`config.mk`:
```
export PLATFORM = sky130hd
export DESIGN_NAME = cac_regs
export DESIGN_NICKNAME = d
export VERILOG_FILES = /design/src/core/cac_pkg.sv /design/src/core/cac_pin_if.sv /design/src/core/cac_sync.sv /design/src/core/cac_decode.sv /design/src/core/cac_regs.sv
export SDC_FILE = /design/constraint.sdc
export NUM_CORES = 1
export LEC_CHECK = 0
export BUFFER_PORTS_ARGS = -buffer_cell sky130_fd_sc_hd__buf_2
export CAP_MARGIN = 10
export CORE_MARGIN = 10
export CORE_UTILIZATION = 55
export CTS_BUF_LIST = sky130_fd_sc_hd__clkbuf_8
export DETAILED_ROUTE_END_ITERATION = 8
export GPL_TIMING_DRIVEN = 0
export PLACE_DENSITY = 0.79
export SETUP_SLACK_MARGIN = 0.05
export SLEW_MARGIN = 20
export SYNTH_ARGS = -nofsm -noshare
export SYNTH_HDL_FRONTEND = slang
export SYNTH_HIERARCHICAL = 1
export SYNTH_SLANG_ARGS = --single-unit
```
`constraint.sdc`:
```
create_clock -name clk -period 2.96 [get_ports clk]
set_clock_uncertainty 0.15 [all_clocks]
set_input_delay 0.296 -clock clk [delete_from_list [all_inputs] [get_ports clk]]
set_output_delay 0.296 -clock clk [all_outputs]
set_load 0.1 [all_outputs]
```
`src/core/cac_pkg.sv`:
```
// constants, types and field layout of the attribute and card configuration register block
package cac_pkg;
    localparam int ADDR_W = 11;
    localparam int DATA_W = 16;
    localparam int BYTE_W = 8;
    localparam int IDX_W = 6;
    localparam int CTRL_PINS = 6;
    localparam int SYNC_W = CTRL_PINS + ADDR_W + DATA_W;

    localparam logic [ADDR_W-1:0] OFF_CONFIG_OPTION = 11'h0200;
    localparam logic [ADDR_W-1:0] OFF_CARD_CONFIG_STATUS = 11'h0202;
    localparam logic [ADDR_W-1:0] OFF_PIN_REPLACEMENT = 11'h0204;
    localparam logic [ADDR_W-1:0] OFF_SOCKET_COPY = 11'h0206;

    localparam int ATTR_REG_SPACE_POS = 9;
    localparam int ODD_ADDR_POS = 0;

    localparam int SOFT_RESET_POS = 7;
    localparam int LEVEL_IRQ_POS = 6;
    localparam int CHANGED_POS = 7;
    localparam int STATUS_CHG_EN_POS = 6;
    localparam int IO8_REQ_POS = 5;
    localparam int PWR_DOWN_REQ_POS = 2;
    localparam int INT_STATE_POS = 1;
    localparam int READY_CHG_POS = 5;
    localparam int PROTECT_CHG_POS = 4;
    localparam int READY_STATE_POS = 1;
    localparam int PROTECT_STATE_POS = 0;
    localparam int READY_MASK_POS = 1;
    localparam int PROTECT_MASK_POS = 0;
    localparam int DRIVE_NUM_POS = 4;

    localparam logic [BYTE_W-1:0] PIN_FIXED_ONES = 8'h0C;
    localparam logic [BYTE_W-1:0] BYTE_ZERO = 8'h00;
    localparam logic PROTECT_STATE = 1'b0;

    localparam logic [IDX_W-1:0] IDX_MEMORY = 6'h00;
    localparam logic [IDX_W-1:0] IDX_IO_ANY = 6'h01;
    localparam logic [IDX_W-1:0] IDX_IO_PRIMARY = 6'h02;
    localparam logic [IDX_W-1:0] IDX_IO_SECONDARY = 6'h03;

    localparam logic [1:0] LANES_NONE = 2'h0;
    localparam logic [1:0] LANE_LOW_ONLY = 2'h1;

    typedef enum logic [2:0] {
        ACC_NONE = 3'h0,
        ACC_COMMON = 3'h1,
        ACC_CIS = 3'h3,
        ACC_CONFIG = 3'h2,
        ACC_INVALID = 3'h6
    } cac_kind_t;

    typedef struct packed {
        cac_kind_t kind;
        logic [1:0] lanes;
    } cac_dec_t;
endpackage

```
`src/core/cac_pin_if.sv`:
```
// synchronised host socket pins shared by the synchroniser, decoder and register block
`timescale 1ns/100ps
interface cac_pin_if;
    import cac_pkg::*;
    logic hw_reset;
    logic low_sel_n;
    logic high_sel_n;
    logic attr_sel_n;
    logic rd_en_n;
    logic wr_en_n;
    logic [ADDR_W-1:0] addr;
    logic [DATA_W-1:0] wdata;
    modport sync_mp (output hw_reset, low_sel_n, high_sel_n, attr_sel_n, rd_en_n, wr_en_n, addr, wdata);
    modport use_mp (input hw_reset, low_sel_n, high_sel_n, attr_sel_n, rd_en_n, wr_en_n, addr, wdata);
endinterface

```
`src/core/cac_sync.sv`:
```
// two-flop synchroniser for every host socket pin
`timescale 1ns/100ps
module cac_sync (
    // clock and reset
    input wire logic clk,
    input wire logic srst,
    // raw pins
    input wire logic [cac_pkg::SYNC_W-1:0] raw_pins,
    // synchronised pins
    cac_pin_if.sync_mp pins
);
    import cac_pkg::*;
    typedef struct packed {
        logic [SYNC_W-1:0] stage1;
        logic [SYNC_W-1:0] stage2;
    } cac_sync_st_t;
    cac_sync_st_t st_reg;
    cac_sync_st_t st_next;

    // idle pin levels at reset so no false strobe edge appears at release
    localparam logic [SYNC_W-1:0] SYNC_IDLE = {1'b0, {(CTRL_PINS-1){1'b1}}, {(ADDR_W+DATA_W){1'b0}}};

    always_comb begin
        st_next.stage1 = raw_pins;
        st_next.stage2 = st_reg.stage1;
        if (srst) begin
            st_next.stage1 = SYNC_IDLE;
            st_next.stage2 = SYNC_IDLE;
        end
    end

    always_ff @(posedge clk) begin
        st_reg <= st_next;
    end

    assign {pins.hw_reset, pins.low_sel_n, pins.high_sel_n, pins.attr_sel_n, pins.rd_en_n, pins.wr_en_n,
            pins.addr, pins.wdata} = st_reg.stage2;
endmodule

```
`src/core/cac_decode.sv`:
```
// decodes socket select, space select and address lines into an access kind and byte lanes
`timescale 1ns/100ps
module cac_decode (
    // synchronised pins
    cac_pin_if.use_mp pins,
    // decoded access
    output cac_pkg::cac_dec_t dec
);
    import cac_pkg::*;
    logic lo_sel;
    logic hi_sel;

    assign lo_sel = ~pins.low_sel_n;
    assign hi_sel = ~pins.high_sel_n;

    always_comb begin
        dec.kind = ACC_NONE;
        dec.lanes = LANES_NONE;
        if (lo_sel || hi_sel) begin
            if (pins.attr_sel_n) begin
                dec.kind = ACC_COMMON;
                dec.lanes = {hi_sel, lo_sel};
            end else begin
                dec.lanes = LANE_LOW_ONLY;
                if (!lo_sel || (!hi_sel && pins.addr[ODD_ADDR_POS])) begin
                    dec.kind = ACC_INVALID;
                end else if (pins.addr[ATTR_REG_SPACE_POS]) begin
                    dec.kind = ACC_CONFIG;
                end else if (pins.rd_en_n) begin
                    dec.kind = ACC_INVALID;
                end else begin
                    dec.kind = ACC_CIS;
                end
            end
        end
    end
endmodule

```
`src/core/cac_regs.sv`:
```
// card attribute decode and configuration registers behind the host socket pins
`timescale 1ns/100ps
module cac_regs #(
    parameter int IRQ_PULSE_CYC = 8
) (
    // clock and reset
    input wire logic clk,
    input wire logic srst,
    // host socket pins
    input wire logic hw_reset,
    input wire logic low_byte_select_n,
    input wire logic high_byte_select_n,
    input wire logic attr_select_n,
    input wire logic out_enable_n,
    input wire logic write_enable_n,
    input wire logic [cac_pkg::ADDR_W-1:0] host_addr,
    input wire logic [cac_pkg::DATA_W-1:0] host_wdata,
    output logic [cac_pkg::DATA_W-1:0] host_rdata,
    output logic [1:0] host_rdata_oe_n,
    output logic status_change_out_n,
    output logic rdy_irq_out,
    // card core status
    input wire logic ready_busy,
    input wire logic irq_request,
    input wire logic irq_disable_bit,
    input wire logic power_done,
    input wire logic cmd_received,
    input wire logic core_idle,
    input wire logic [cac_pkg::DATA_W-1:0] cm_rdata,
    input wire logic [cac_pkg::BYTE_W-1:0] cis_rdata,
    // card core control
    output logic card_reset,
    output logic power_down,
    output logic mode_memory,
    output logic mode_io_any,
    output logic mode_io_primary,
    output logic mode_io_secondary,
    output logic drive_number,
    output logic cm_read,
    output logic cm_write,
    output logic [1:0] cm_lanes,
    output logic [cac_pkg::ADDR_W-1:0] mem_addr,
    output logic [cac_pkg::DATA_W-1:0] cm_wdata,
    output logic cis_read,
    output logic invalid_access
);
    import cac_pkg::*;
    localparam int PW = $clog2(IRQ_PULSE_CYC + 1);

    typedef struct packed {
        logic wr_low_prev;
        logic [ADDR_W-1:0] cap_addr;
        logic [DATA_W-1:0] cap_data;
        cac_dec_t cap_dec;
        logic soft_reset_bit;
        logic level_irq_select;
        logic [IDX_W-1:0] config_index;
        logic status_change_enable;
        logic eight_bit_io_request;
        logic power_down_request;
        logic pwr_pending;
        logic ready_change_flag;
        logic protect_change_flag;
        logic drive_number;
        logic ready_prev;
        logic protect_prev;
        logic int_prev;
        logic [PW-1:0] pulse_cnt;
        logic [DATA_W-1:0] host_rdata;
        logic [1:0] host_rdata_oe_n;
        logic status_change_out_n;
        logic rdy_irq_out;
        logic card_reset;
        logic power_down;
        logic [3:0] mode;
        logic cm_read;
        logic cm_write;
        logic [1:0] cm_lanes;
        logic [ADDR_W-1:0] mem_addr;
        logic [DATA_W-1:0] cm_wdata;
        logic cis_read;
        logic invalid_access;
    } cac_state_t;

    cac_state_t st_reg;
    cac_state_t n;
    cac_dec_t dec;
    logic card_rst;
    logic ready_state;
    logic int_bit;
    logic changed;
    logic io_mode;
    logic rd_act;
    logic wr_low;
    logic wr_fire;
    logic [BYTE_W-1:0] wbyte;

    cac_pin_if pins_i ();

    cac_sync cac_sync_inst (
        .clk(clk),
        .srst(srst),
        .raw_pins({hw_reset, low_byte_select_n, high_byte_select_n, attr_select_n, out_enable_n,
                   write_enable_n, host_addr, host_wdata}),
        .pins(pins_i)
    );

    cac_decode cac_decode_inst (
        .pins(pins_i),
        .dec(dec)
    );

    assign card_rst = pins_i.hw_reset | st_reg.soft_reset_bit;
    // a pending power change reports busy, and so does a card held in reset
    assign ready_state = ready_busy & ~st_reg.pwr_pending & ~card_rst;
    assign int_bit = irq_request & ~irq_disable_bit;
    assign changed = st_reg.ready_change_flag | st_reg.protect_change_flag;
    assign io_mode = (st_reg.config_index == IDX_IO_ANY) || (st_reg.config_index == IDX_IO_PRIMARY)
                     || (st_reg.config_index == IDX_IO_SECONDARY);
    assign rd_act = ~pins_i.rd_en_n & pins_i.wr_en_n & (dec.kind != ACC_NONE);
    assign wr_low = ~pins_i.wr_en_n & pins_i.rd_en_n & (dec.kind != ACC_NONE);
    // data is latched at the trailing edge of the write strobe, using the last sample taken while low
    assign wr_fire = st_reg.wr_low_prev & ~wr_low;
    assign wbyte = st_reg.cap_data[BYTE_W-1:0];

    function automatic logic [BYTE_W-1:0] cfg_byte(input logic [ADDR_W-1:0] a);
        logic [BYTE_W-1:0] b;
        b = BYTE_ZERO;
        unique case (a)
            OFF_CONFIG_OPTION: begin
                b = {st_reg.soft_reset_bit, st_reg.level_irq_select, st_reg.config_index};
            end
            OFF_CARD_CONFIG_STATUS: begin
                b[CHANGED_POS] = changed;
                b[STATUS_CHG_EN_POS] = st_reg.status_change_enable;
                b[IO8_REQ_POS] = st_reg.eight_bit_io_request;
                b[PWR_DOWN_REQ_POS] = st_reg.power_down_request;
                b[INT_STATE_POS] = int_bit;
            end
            OFF_PIN_REPLACEMENT: begin
                b = PIN_FIXED_ONES;
                b[READY_CHG_POS] = st_reg.ready_change_flag;
                b[PROTECT_CHG_POS] = st_reg.protect_change_flag;
                b[READY_STATE_POS] = ready_state;
                b[PROTECT_STATE_POS] = PROTECT_STATE;
            end
            OFF_SOCKET_COPY: begin
                b[DRIVE_NUM_POS] = st_reg.drive_number;
            end
            default: begin
                b = BYTE_ZERO;
            end
        endcase
        return b;
    endfunction

    always_comb begin
        n = st_reg;
        n.wr_low_prev = wr_low;
        if (wr_low) begin
            n.cap_addr = pins_i.addr;
            n.cap_data = pins_i.wdata;
            n.cap_dec = dec;
        end
        n.cm_write = 1'b0;
        n.invalid_access = 1'b0;
        // register writes; invalid kinds touch nothing
        if (wr_fire && st_reg.cap_dec.kind == ACC_CONFIG) begin
            unique case (st_reg.cap_addr)
                OFF_CONFIG_OPTION: begin
                    n.soft_reset_bit = wbyte[SOFT_RESET_POS];
                    n.level_irq_select = wbyte[LEVEL_IRQ_POS];
                    n.config_index = wbyte[IDX_W-1:0];
                end
                OFF_CARD_CONFIG_STATUS: begin
                    n.status_change_enable = wbyte[STATUS_CHG_EN_POS];
                    n.eight_bit_io_request = wbyte[IO8_REQ_POS];
                    n.power_down_request = wbyte[PWR_DOWN_REQ_POS];
                    if (wbyte[PWR_DOWN_REQ_POS] != st_reg.power_down_request) begin
                        n.pwr_pending = 1'b1;
                    end
                end
                OFF_PIN_REPLACEMENT: begin
                    if (wbyte[READY_MASK_POS]) begin
                        n.ready_change_flag = wbyte[READY_CHG_POS];
                    end
                    if (wbyte[PROTECT_MASK_POS]) begin
                        n.protect_change_flag = wbyte[PROTECT_CHG_POS];
                    end
                end
                OFF_SOCKET_COPY: begin
                    n.drive_number = wbyte[DRIVE_NUM_POS];
                end
                default: begin
                    n.drive_number = st_reg.drive_number;
                end
            endcase
        end
        if (wr_fire && st_reg.cap_dec.kind == ACC_COMMON) begin
            n.cm_write = 1'b1;
            n.cm_lanes = st_reg.cap_dec.lanes;
            n.mem_addr = st_reg.cap_addr;
            n.cm_wdata = st_reg.cap_data;
        end
        if (wr_fire && st_reg.cap_dec.kind == ACC_INVALID) begin
            n.invalid_access = 1'b1;
        end
        // the done pulse is only honoured when no new change arrives in the same cycle
        if (power_done && !n.pwr_pending) begin
            n.pwr_pending = 1'b0;
        end else if (power_done && !(wr_fire && n.power_down_request != st_reg.power_down_request)) begin
            n.pwr_pending = 1'b0;
        end
        // state changes set the flags after the host write, so a host write never loses a set; card reset still clears them
        n.ready_prev = ready_state;
        n.protect_prev = PROTECT_STATE;
        if (ready_state != st_reg.ready_prev) begin
            n.ready_change_flag = 1'b1;
        end
        if (PROTECT_STATE != st_reg.protect_prev) begin
            n.protect_change_flag = 1'b1;
        end
        if (card_rst) begin
            n.level_irq_select = 1'b0;
            n.config_index = IDX_MEMORY;
            n.status_change_enable = 1'b0;
            n.eight_bit_io_request = 1'b0;
            n.power_down_request = 1'b0;
            n.pwr_pending = 1'b0;
            n.ready_change_flag = 1'b0;
            n.protect_change_flag = 1'b0;
            n.drive_number = 1'b0;
        end
        if (pins_i.hw_reset) begin
            n.soft_reset_bit = 1'b0;
        end
        // read path
        n.host_rdata = {DATA_W{1'b0}};
        n.host_rdata_oe_n = ~LANES_NONE;
        n.cm_read = 1'b0;
        n.cis_read = 1'b0;
        if (rd_act) begin
            n.mem_addr = pins_i.addr;
            unique case (dec.kind)
                ACC_COMMON: begin
                    n.host_rdata = cm_rdata;
                    n.host_rdata_oe_n = ~dec.lanes;
                    n.cm_read = 1'b1;
                    n.cm_lanes = dec.lanes;
                end
                ACC_CIS: begin
                    n.host_rdata = {BYTE_ZERO, cis_rdata};
                    n.host_rdata_oe_n = ~LANE_LOW_ONLY;
                    n.cis_read = 1'b1;
                end
                ACC_CONFIG: begin
                    n.host_rdata = {BYTE_ZERO, cfg_byte(pins_i.addr)};
                    n.host_rdata_oe_n = ~LANE_LOW_ONLY;
                end
                ACC_INVALID: begin
                    n.invalid_access = 1'b1;
                end
                ACC_NONE: begin
                    n.host_rdata_oe_n = ~LANES_NONE;
                end
            endcase
        end
        // interrupt and status pins; pulse width counted from the rising request
        n.int_prev = int_bit;
        if (int_bit && !st_reg.int_prev && !st_reg.level_irq_select) begin
            n.pulse_cnt = PW'(IRQ_PULSE_CYC);
        end else if (st_reg.pulse_cnt != '0) begin
            n.pulse_cnt = st_reg.pulse_cnt - PW'(1);
        end
        if (io_mode) begin
            n.rdy_irq_out = st_reg.level_irq_select ? ~int_bit : (st_reg.pulse_cnt == '0);
        end else begin
            n.rdy_irq_out = ready_state;
        end
        n.status_change_out_n = ~(io_mode & st_reg.status_change_enable & changed);
        n.card_reset = card_rst;
        // automatic idle power-down and the request each power down; a command always wakes
        n.power_down = cmd_received ? 1'b0 : (core_idle | st_reg.power_down_request);
        n.mode = {st_reg.config_index == IDX_IO_SECONDARY, st_reg.config_index == IDX_IO_PRIMARY,
                  st_reg.config_index == IDX_IO_ANY, st_reg.config_index == IDX_MEMORY};
        if (srst) begin
            n = '0;
            n.host_rdata_oe_n = ~LANES_NONE;
            n.status_change_out_n = 1'b1;
            n.card_reset = 1'b1;
            n.ready_prev = ready_state; // start at the live level so no false change follows reset
        end
    end

    always_ff @(posedge clk) begin
        st_reg <= n;
    end

    assign host_rdata = st_reg.host_rdata;
    assign host_rdata_oe_n = st_reg.host_rdata_oe_n;
    assign status_change_out_n = st_reg.status_change_out_n;
    assign rdy_irq_out = st_reg.rdy_irq_out;
    assign card_reset = st_reg.card_reset;
    assign power_down = st_reg.power_down;
    assign mode_memory = st_reg.mode[0];
    assign mode_io_any = st_reg.mode[1];
    assign mode_io_primary = st_reg.mode[2];
    assign mode_io_secondary = st_reg.mode[3];
    assign drive_number = st_reg.drive_number;
    assign cm_read = st_reg.cm_read;
    assign cm_write = st_reg.cm_write;
    assign cm_lanes = st_reg.cm_lanes;
    assign mem_addr = st_reg.mem_addr;
    assign cm_wdata = st_reg.cm_wdata;
    assign cis_read = st_reg.cis_read;
    assign invalid_access = st_reg.invalid_access;

    property p_attr_low_lane;
        @(posedge clk) disable iff (srst) (rd_act && dec.kind != ACC_COMMON) |=> host_rdata_oe_n[1];
    endproperty
    a_attr_low_lane: assert property (p_attr_low_lane) else $error("attribute read drove high lane");

    property p_soft_reset;
        @(posedge clk) disable iff (srst) st_reg.soft_reset_bit |=> card_reset;
    endproperty
    a_soft_reset: assert property (p_soft_reset) else $error("soft reset did not hold card reset");

    property p_hw_clears_soft;
        @(posedge clk) disable iff (srst) pins_i.hw_reset |=> !st_reg.soft_reset_bit;
    endproperty
    a_hw_clears_soft: assert property (p_hw_clears_soft) else $error("soft reset bit survived reset");

    property p_status_change_out_low;
        @(posedge clk) disable iff (srst) (io_mode && st_reg.status_change_enable && changed) |=> !status_change_out_n;
    endproperty
    a_status_change_out_low: assert property (p_status_change_out_low) else $error("status change pin not low");

    property p_status_change_out_high;
        @(posedge clk) disable iff (srst) !st_reg.status_change_enable |=> status_change_out_n;
    endproperty
    a_status_change_out_high: assert property (p_status_change_out_high) else $error("status change pin low while disabled");

    property p_ready_flag;
        @(posedge clk) disable iff (srst || card_rst) (ready_state != $past(ready_state)) |=> st_reg.ready_change_flag;
    endproperty
    a_ready_flag: assert property (p_ready_flag) else $error("ready change not flagged");

    property p_pwr_busy;
        @(posedge clk) disable iff (srst || card_rst)
            (wr_fire && st_reg.cap_dec.kind == ACC_CONFIG && st_reg.cap_addr == OFF_CARD_CONFIG_STATUS
             && wbyte[PWR_DOWN_REQ_POS] != st_reg.power_down_request) |=> (!ready_state ##1 !rdy_irq_out || io_mode);
    endproperty
    a_pwr_busy: assert property (p_pwr_busy) else $error("power change did not report busy");

    property p_level_irq;
        @(posedge clk) disable iff (srst) (io_mode && st_reg.level_irq_select && int_bit) |=> !rdy_irq_out;
    endproperty
    a_level_irq: assert property (p_level_irq) else $error("level interrupt not asserted");

    property p_invalid_no_write;
        @(posedge clk) disable iff (srst || card_rst)
            (wr_fire && st_reg.cap_dec.kind == ACC_INVALID) |=> ($stable(st_reg.config_index) && invalid_access);
    endproperty
    a_invalid_no_write: assert property (p_invalid_no_write) else $error("invalid write changed state");
endmodule

```
## Word-level counts from Yosys, hierarchy flattened

Cells that the tools add are included.

- Register bits: 180
- Word-level logic and storage cells: 157
- Input port bits: 65

- Reduce and logical (&&, ||, !) cells: 41
- Multiplexer cells: 33
- Equality and inequality tests: 21
- Add/subtract/negate cells: 1
- Bitwise gates (word level): 25

Operators with widths:

| cell | number |
|---|---|
| $eq 11x10->1 const B | 8 |
| $pmux 16 s3 | 1 |
| $mux 30 | 1 |
| $reduce_bool 2->1 | 8 |
| $mux 5 | 3 |
| $mux 1 | 14 |
| $mux 13 | 1 |
| $eq 6x2->1 const B | 2 |
| $reduce_or 2->1 | 6 |
| $not 1->1 | 11 |
| $and 1x1->1 | 10 |
| $eq 3x2->1 const B | 3 |
| $logic_and 1x1->1 | 9 |
| $mux 3 | 3 |
| $pmux 3 s3 | 1 |
| $mux 4 | 2 |
| $eq 3x1->1 const B | 2 |
| $eq 3x3->1 const B | 2 |
| $eq 6x1->1 const B | 1 |
| $logic_not 6->1 | 1 |
| $mux 2 | 3 |
| $pmux 2 s3 | 1 |
| $reduce_and 2->1 | 3 |
| $reduce_and 3->1 | 2 |
| other kinds (13) | 23 |

## Depth between registers and ports, before layout

- Word-level depth: 16
- Mapped depth: 11
- Mapped depth without buffers: 7

## By module

Netlist, hierarchy kept.

Modules (own cells, without submodules):

| module | seq. area each (um2) | area each (um2) | cells each | instances |
|---|---|---|---|---|
| cac_regs | 2262.2 | 4839.6 | 552 | 1 |
| cac_sync | 1321.3 | 1984.4 | 166 | 1 |
| cac_decode | 0.0 | 68.8 | 10 | 1 |

## Worst setup path before layout

OpenSTA, ideal clock, no wires.

- Path type: reg2reg
- Start: register cac_sync_inst.st_reg (netlist bit cac_sync_inst/pins.addr[0])
- End: register st_reg[70] in the netlist's numbering
- Arrival: 1913 ps
- Stages on the path, launching flop included: 11
- Required time: 2740 ps
- Slack: 827 ps
- Path buffers: 3
- Setup time: 70 ps
- Cell sequence: dfxtp_1 -> buf_4 -> nor2b_1 -> o21ai_1 -> o21a_1 -> clkbuf_1 -> nor3_4 -> o211ai_1 -> clkbuf_1 -> o21ai_0 -> a21oi_1

RTL lines:

| what | RTL line | RTL |
|---|---|---|
| start, declared | cac_sync.sv:17 | `cac_sync_st_t st_reg;` |
| start signal, assigned | cac_sync.sv:33 | `st_reg <= st_next;` |
| end signal, assigned | cac_regs.sv:296 | `st_reg <= n;` |
| end, declared | cac_regs.sv:85 | `cac_state_t st_reg;` |

==> impl_metrics.tcl <==
set metrics [dict create \
    status "completed" \
    cts_resized 0 \
    place_congestion 0.8393 \
    path_delay_family "simple AND/OR/NAND/NOR gates" \
    htree_levels 4 \
    layout_commonest_cell "dfxtp_1" \
    cp.depth 10 \
    crit_start "cac_sync_inst/pins.addr[0]" \
    synth-compound-area-share_pct 8.749 \
    synth_top_cell_by_area "dfxtp_1" \
    drt_iter0_drc 295 \
    num-nets-final 984 \
    ys_seq_area_share_pct 51.99 \
    drive_gt1_share_pct 28.25 \
    crit_buf_inv 3 \
    numPortBuffers 123 \
    grt_usage_pct 18.41 \
    stdcell_count 1099 \
    wirelength_um 16070 \
    io_pins 125 \
    cts_buffer_depth 2 \
    finalHoldViolations 0 \
    worst_pin_slew_ns 1.063 \
    crit_type "flip-flop to flip-flop" \
    critPathMostFrequentCell "buf_4" \
    die-area_sq_mm 0.01741 \
    syn_inst 728 \
    muxShareOfSynthArea_pct 5.881 \
    diodes 0 \
    first_global_vias 5434 \
    grt_start_max_net_pins 17 \
    synth-adder-area-share_pct 0.1815 \
    rr_endpoint "st_reg[68]" \
    ys.flop_type "dfxtp_1" \
    syn-num-nets 794 \
    min_period_over_period_pct 89.45 \
    synth_edf_count 0 \
    synth_top_area_share_pct 51.99 \
    drt.antenna.violating_nets 0 \
    core_area_sq_mm 0.01216 \
    final_max_slew_viol_count 0 \
    route.detailed.wl_per_inst_um 14.62 \
    max_cap_viol_count 0 \
    total_leakage_power_nw 3.809 \
    cp_slowest_cell "nor3_4" \
    chipHeight_um 132.0 \
    ir_drop_mv 0.3930 \
    num_rows 40 \
    regToRegStartpoint "cac_sync_inst/pins.addr[0]" \
    syn_avg_cell_area_sq_um 9.468 \
    synth_cell_types 53 \
    async_flop_share_pct 0 \
    required_ns 3.20 \
    root_buffer "clkbuf_8" \
    yosys_warnings 6 \
    dieWidth_um 132.0 \
    finalSetupTns_ns 0 \
    fmax_mhz 377.7 \
    syn_area_sq_mm 0.006893 \
    crit_path_start_kind "flip-flop" \
    yosys.area_share.simple_pct 21.75 \
    r2r_slack_ns 0.31 \
    numCtsBuffers 17 \
    rr_worst_depth 10 \
    largest_reg_flops 53 \
    antenna_found_initial 0 \
    cp_cell_sequence "buf_4, nor2b_1, o21ai_1, o21a_1, clkbuf_1, nor3_4, o211ai_1, buf_4, or3_1, a31oi_1" \
    total_power_mw 4.767 \
    clk_latency_ns 0.46 \
    synth_top_family_by_area "simple AND/OR/NAND/NOR gates" \
    layout_min_cycle_time_ns 2.648 \
    final_cell_mix "179 x dfxtp_1, 139 x buf_2, 84 x nand2_1, 75 x buf_4, 61 x nor2b_1" \
    grt_overflow 0 \
    rsz0062_at_grt "false" \
    powerDensity_mw_per_mm2 551.4 \
    worst_ep_arrival_time_ns 2.89 \
    cp_max_fo 9 \
    drtPass1Iterations 4 \
    avgViaCountPerCell 4.952 \
    finalSetupViolCount 0 \
    max_stage_delay_ns 0.40 \
    synth_xor_area_share_pct 0.3812 \
    place_inst 1019 \
    syn2layout_area_growth_pct 25.41 \
    drcViolationCount 0 \
    clkSlewWorstSetupHoldPaths_ns 0.09 \
    tritoncts "yes" \
    grt_first_pass_wirelength_um 26190 \
    endpoint "st_reg[68]" \
    relSlewSlack_pct 28.13 \
    cts.sinks 179 \
    initial_core_util_pct 56.68 \
    holdCritPathClass "primary input to flip-flop" \
    hpwl_um 11420 \
    setup.worst_path.end_class "flip-flop" \
    synth_top_cells_by_area "dfxtp_1 52%, buf_4 8.1%, nor2b_1 5.5%" \
    ys_seq_elements 179 \
    vias 5442 \
]
-- report_power, final --
part / leakage [nW] / internal (mW) / switching [mW]
Clock: 0.222 / 0.953 / 0.874
Sequential: 1.46 / 2.48 / 0.0336
Combinational: 2.13 / 0.207 / 0.222
Total: 3.81 / 3.64 / 1.13
-- Yosys cell counts (all sizes together), types with 4 or more instances --
cell type and number:
a211oi 4, a21oi 49, and2 9, buf 94, clkbuf 20, dfxtp 179
inv 6, mux2 4, mux2i 36, nand2 84, nand2b 8, nand3 17
nand3b 5, nor2 46, nor2b 61, nor3 13, nor4 4, o21ai 35
o31ai 7, or2 10, or3 6
-- how the worst min path moves through the flow --
| stage | start | end | slack [ns] | cells past startpoint |
|---|---|---|---|---|
| detailed placement | cac_sync_inst/st_reg[62] | cac_sync_inst/pins.attr_sel_n | 0.24 | 1 |
| finish | cis_rdata[6] | host_rdata[6] | 0.04 | 4 |
| global route | cm_rdata[2] | host_rdata[2] | 0.02 | 4 |
| floorplan | cmd_received | power_down | 0.22 | 1 |
| global placement | cac_sync_inst/st_reg[63] | cac_sync_inst/pins.high_sel_n | 0.24 | 1 |
| CTS | irq_request | st_reg[63] | 0.02 | 3 |
-- kinds of logic after synthesis --
group | Yosys count
AOI/OAI and AO/OA | 106
xor gates and xnor gates | 3
adders and majority gates | 1
buffers and inverters | 120
DFF | 179
muxes | 40
and+or+nand+nor | 279
-- worst min-delay path: cells and delay by family --
| family | cells | cell delay (ns) |
|---|---|---|
| mux | 1 | 0.14 |
| buf+inv | 1 | 0.07 |
| simple gates | 1 | 0.07 |
| compound gates | 1 | 0.05 |
-- stage by stage --
| step | setup slack [ns] | utilization (%) | hold slack (ns) | area (sq um) |
|---|---|---|---|---|
| 2_1_floorplan | 0.8268 | - | 0.2228 | 6893 |
| 3_3_place_gp | 0.3684 | 63.47 | 0.2405 | 7719 |
| 3_5_place_dp | 0.2961 | 63.47 | 0.2448 | 7719 |
| 4_1_cts | 0.2610 | 71.02 | 0.01692 | 8637 |
| 5_1_grt | 0.08892 | 71.08 | 0.02206 | 8645 |
| 6_report | 0.3122 | 71.08 | 0.04121 | 8645 |
-- cell type report --
type,count,area (sq um)
clock buffer,18,247.7
fill,911,3517
inverter,6,22.52
tap,168,210.2
buffer,114,740.7
multi-input combinational,429,2546
sequential,179,3583
clock inverter,14,200.2
timing repair buffer,171,1094
-- routing by layer --
layer  wire length (um)  GRT usage (%)  share of wire [%]  vias to the layer above
met5                  0              0                  0                        -
met1               6899          20.53                 43                     2523
met3                994          5.831                6.2                       25
li1                   -              -                  -                     2733
met2               7866          31.75                 49                      161
met4                312          7.417                1.9                        0
-- repair_timing --
| action | in CTS | in global routing |
|---|---|---|
| endpoints found under the hold margin | 69 | 0 |
| hold buffers | 47 | 0 |
| endpoints found under the setup margin | 0 | 2 |
| buffers inserted | 0 | 1 |
Note: power is estimated with default switching activity, not from simulation.
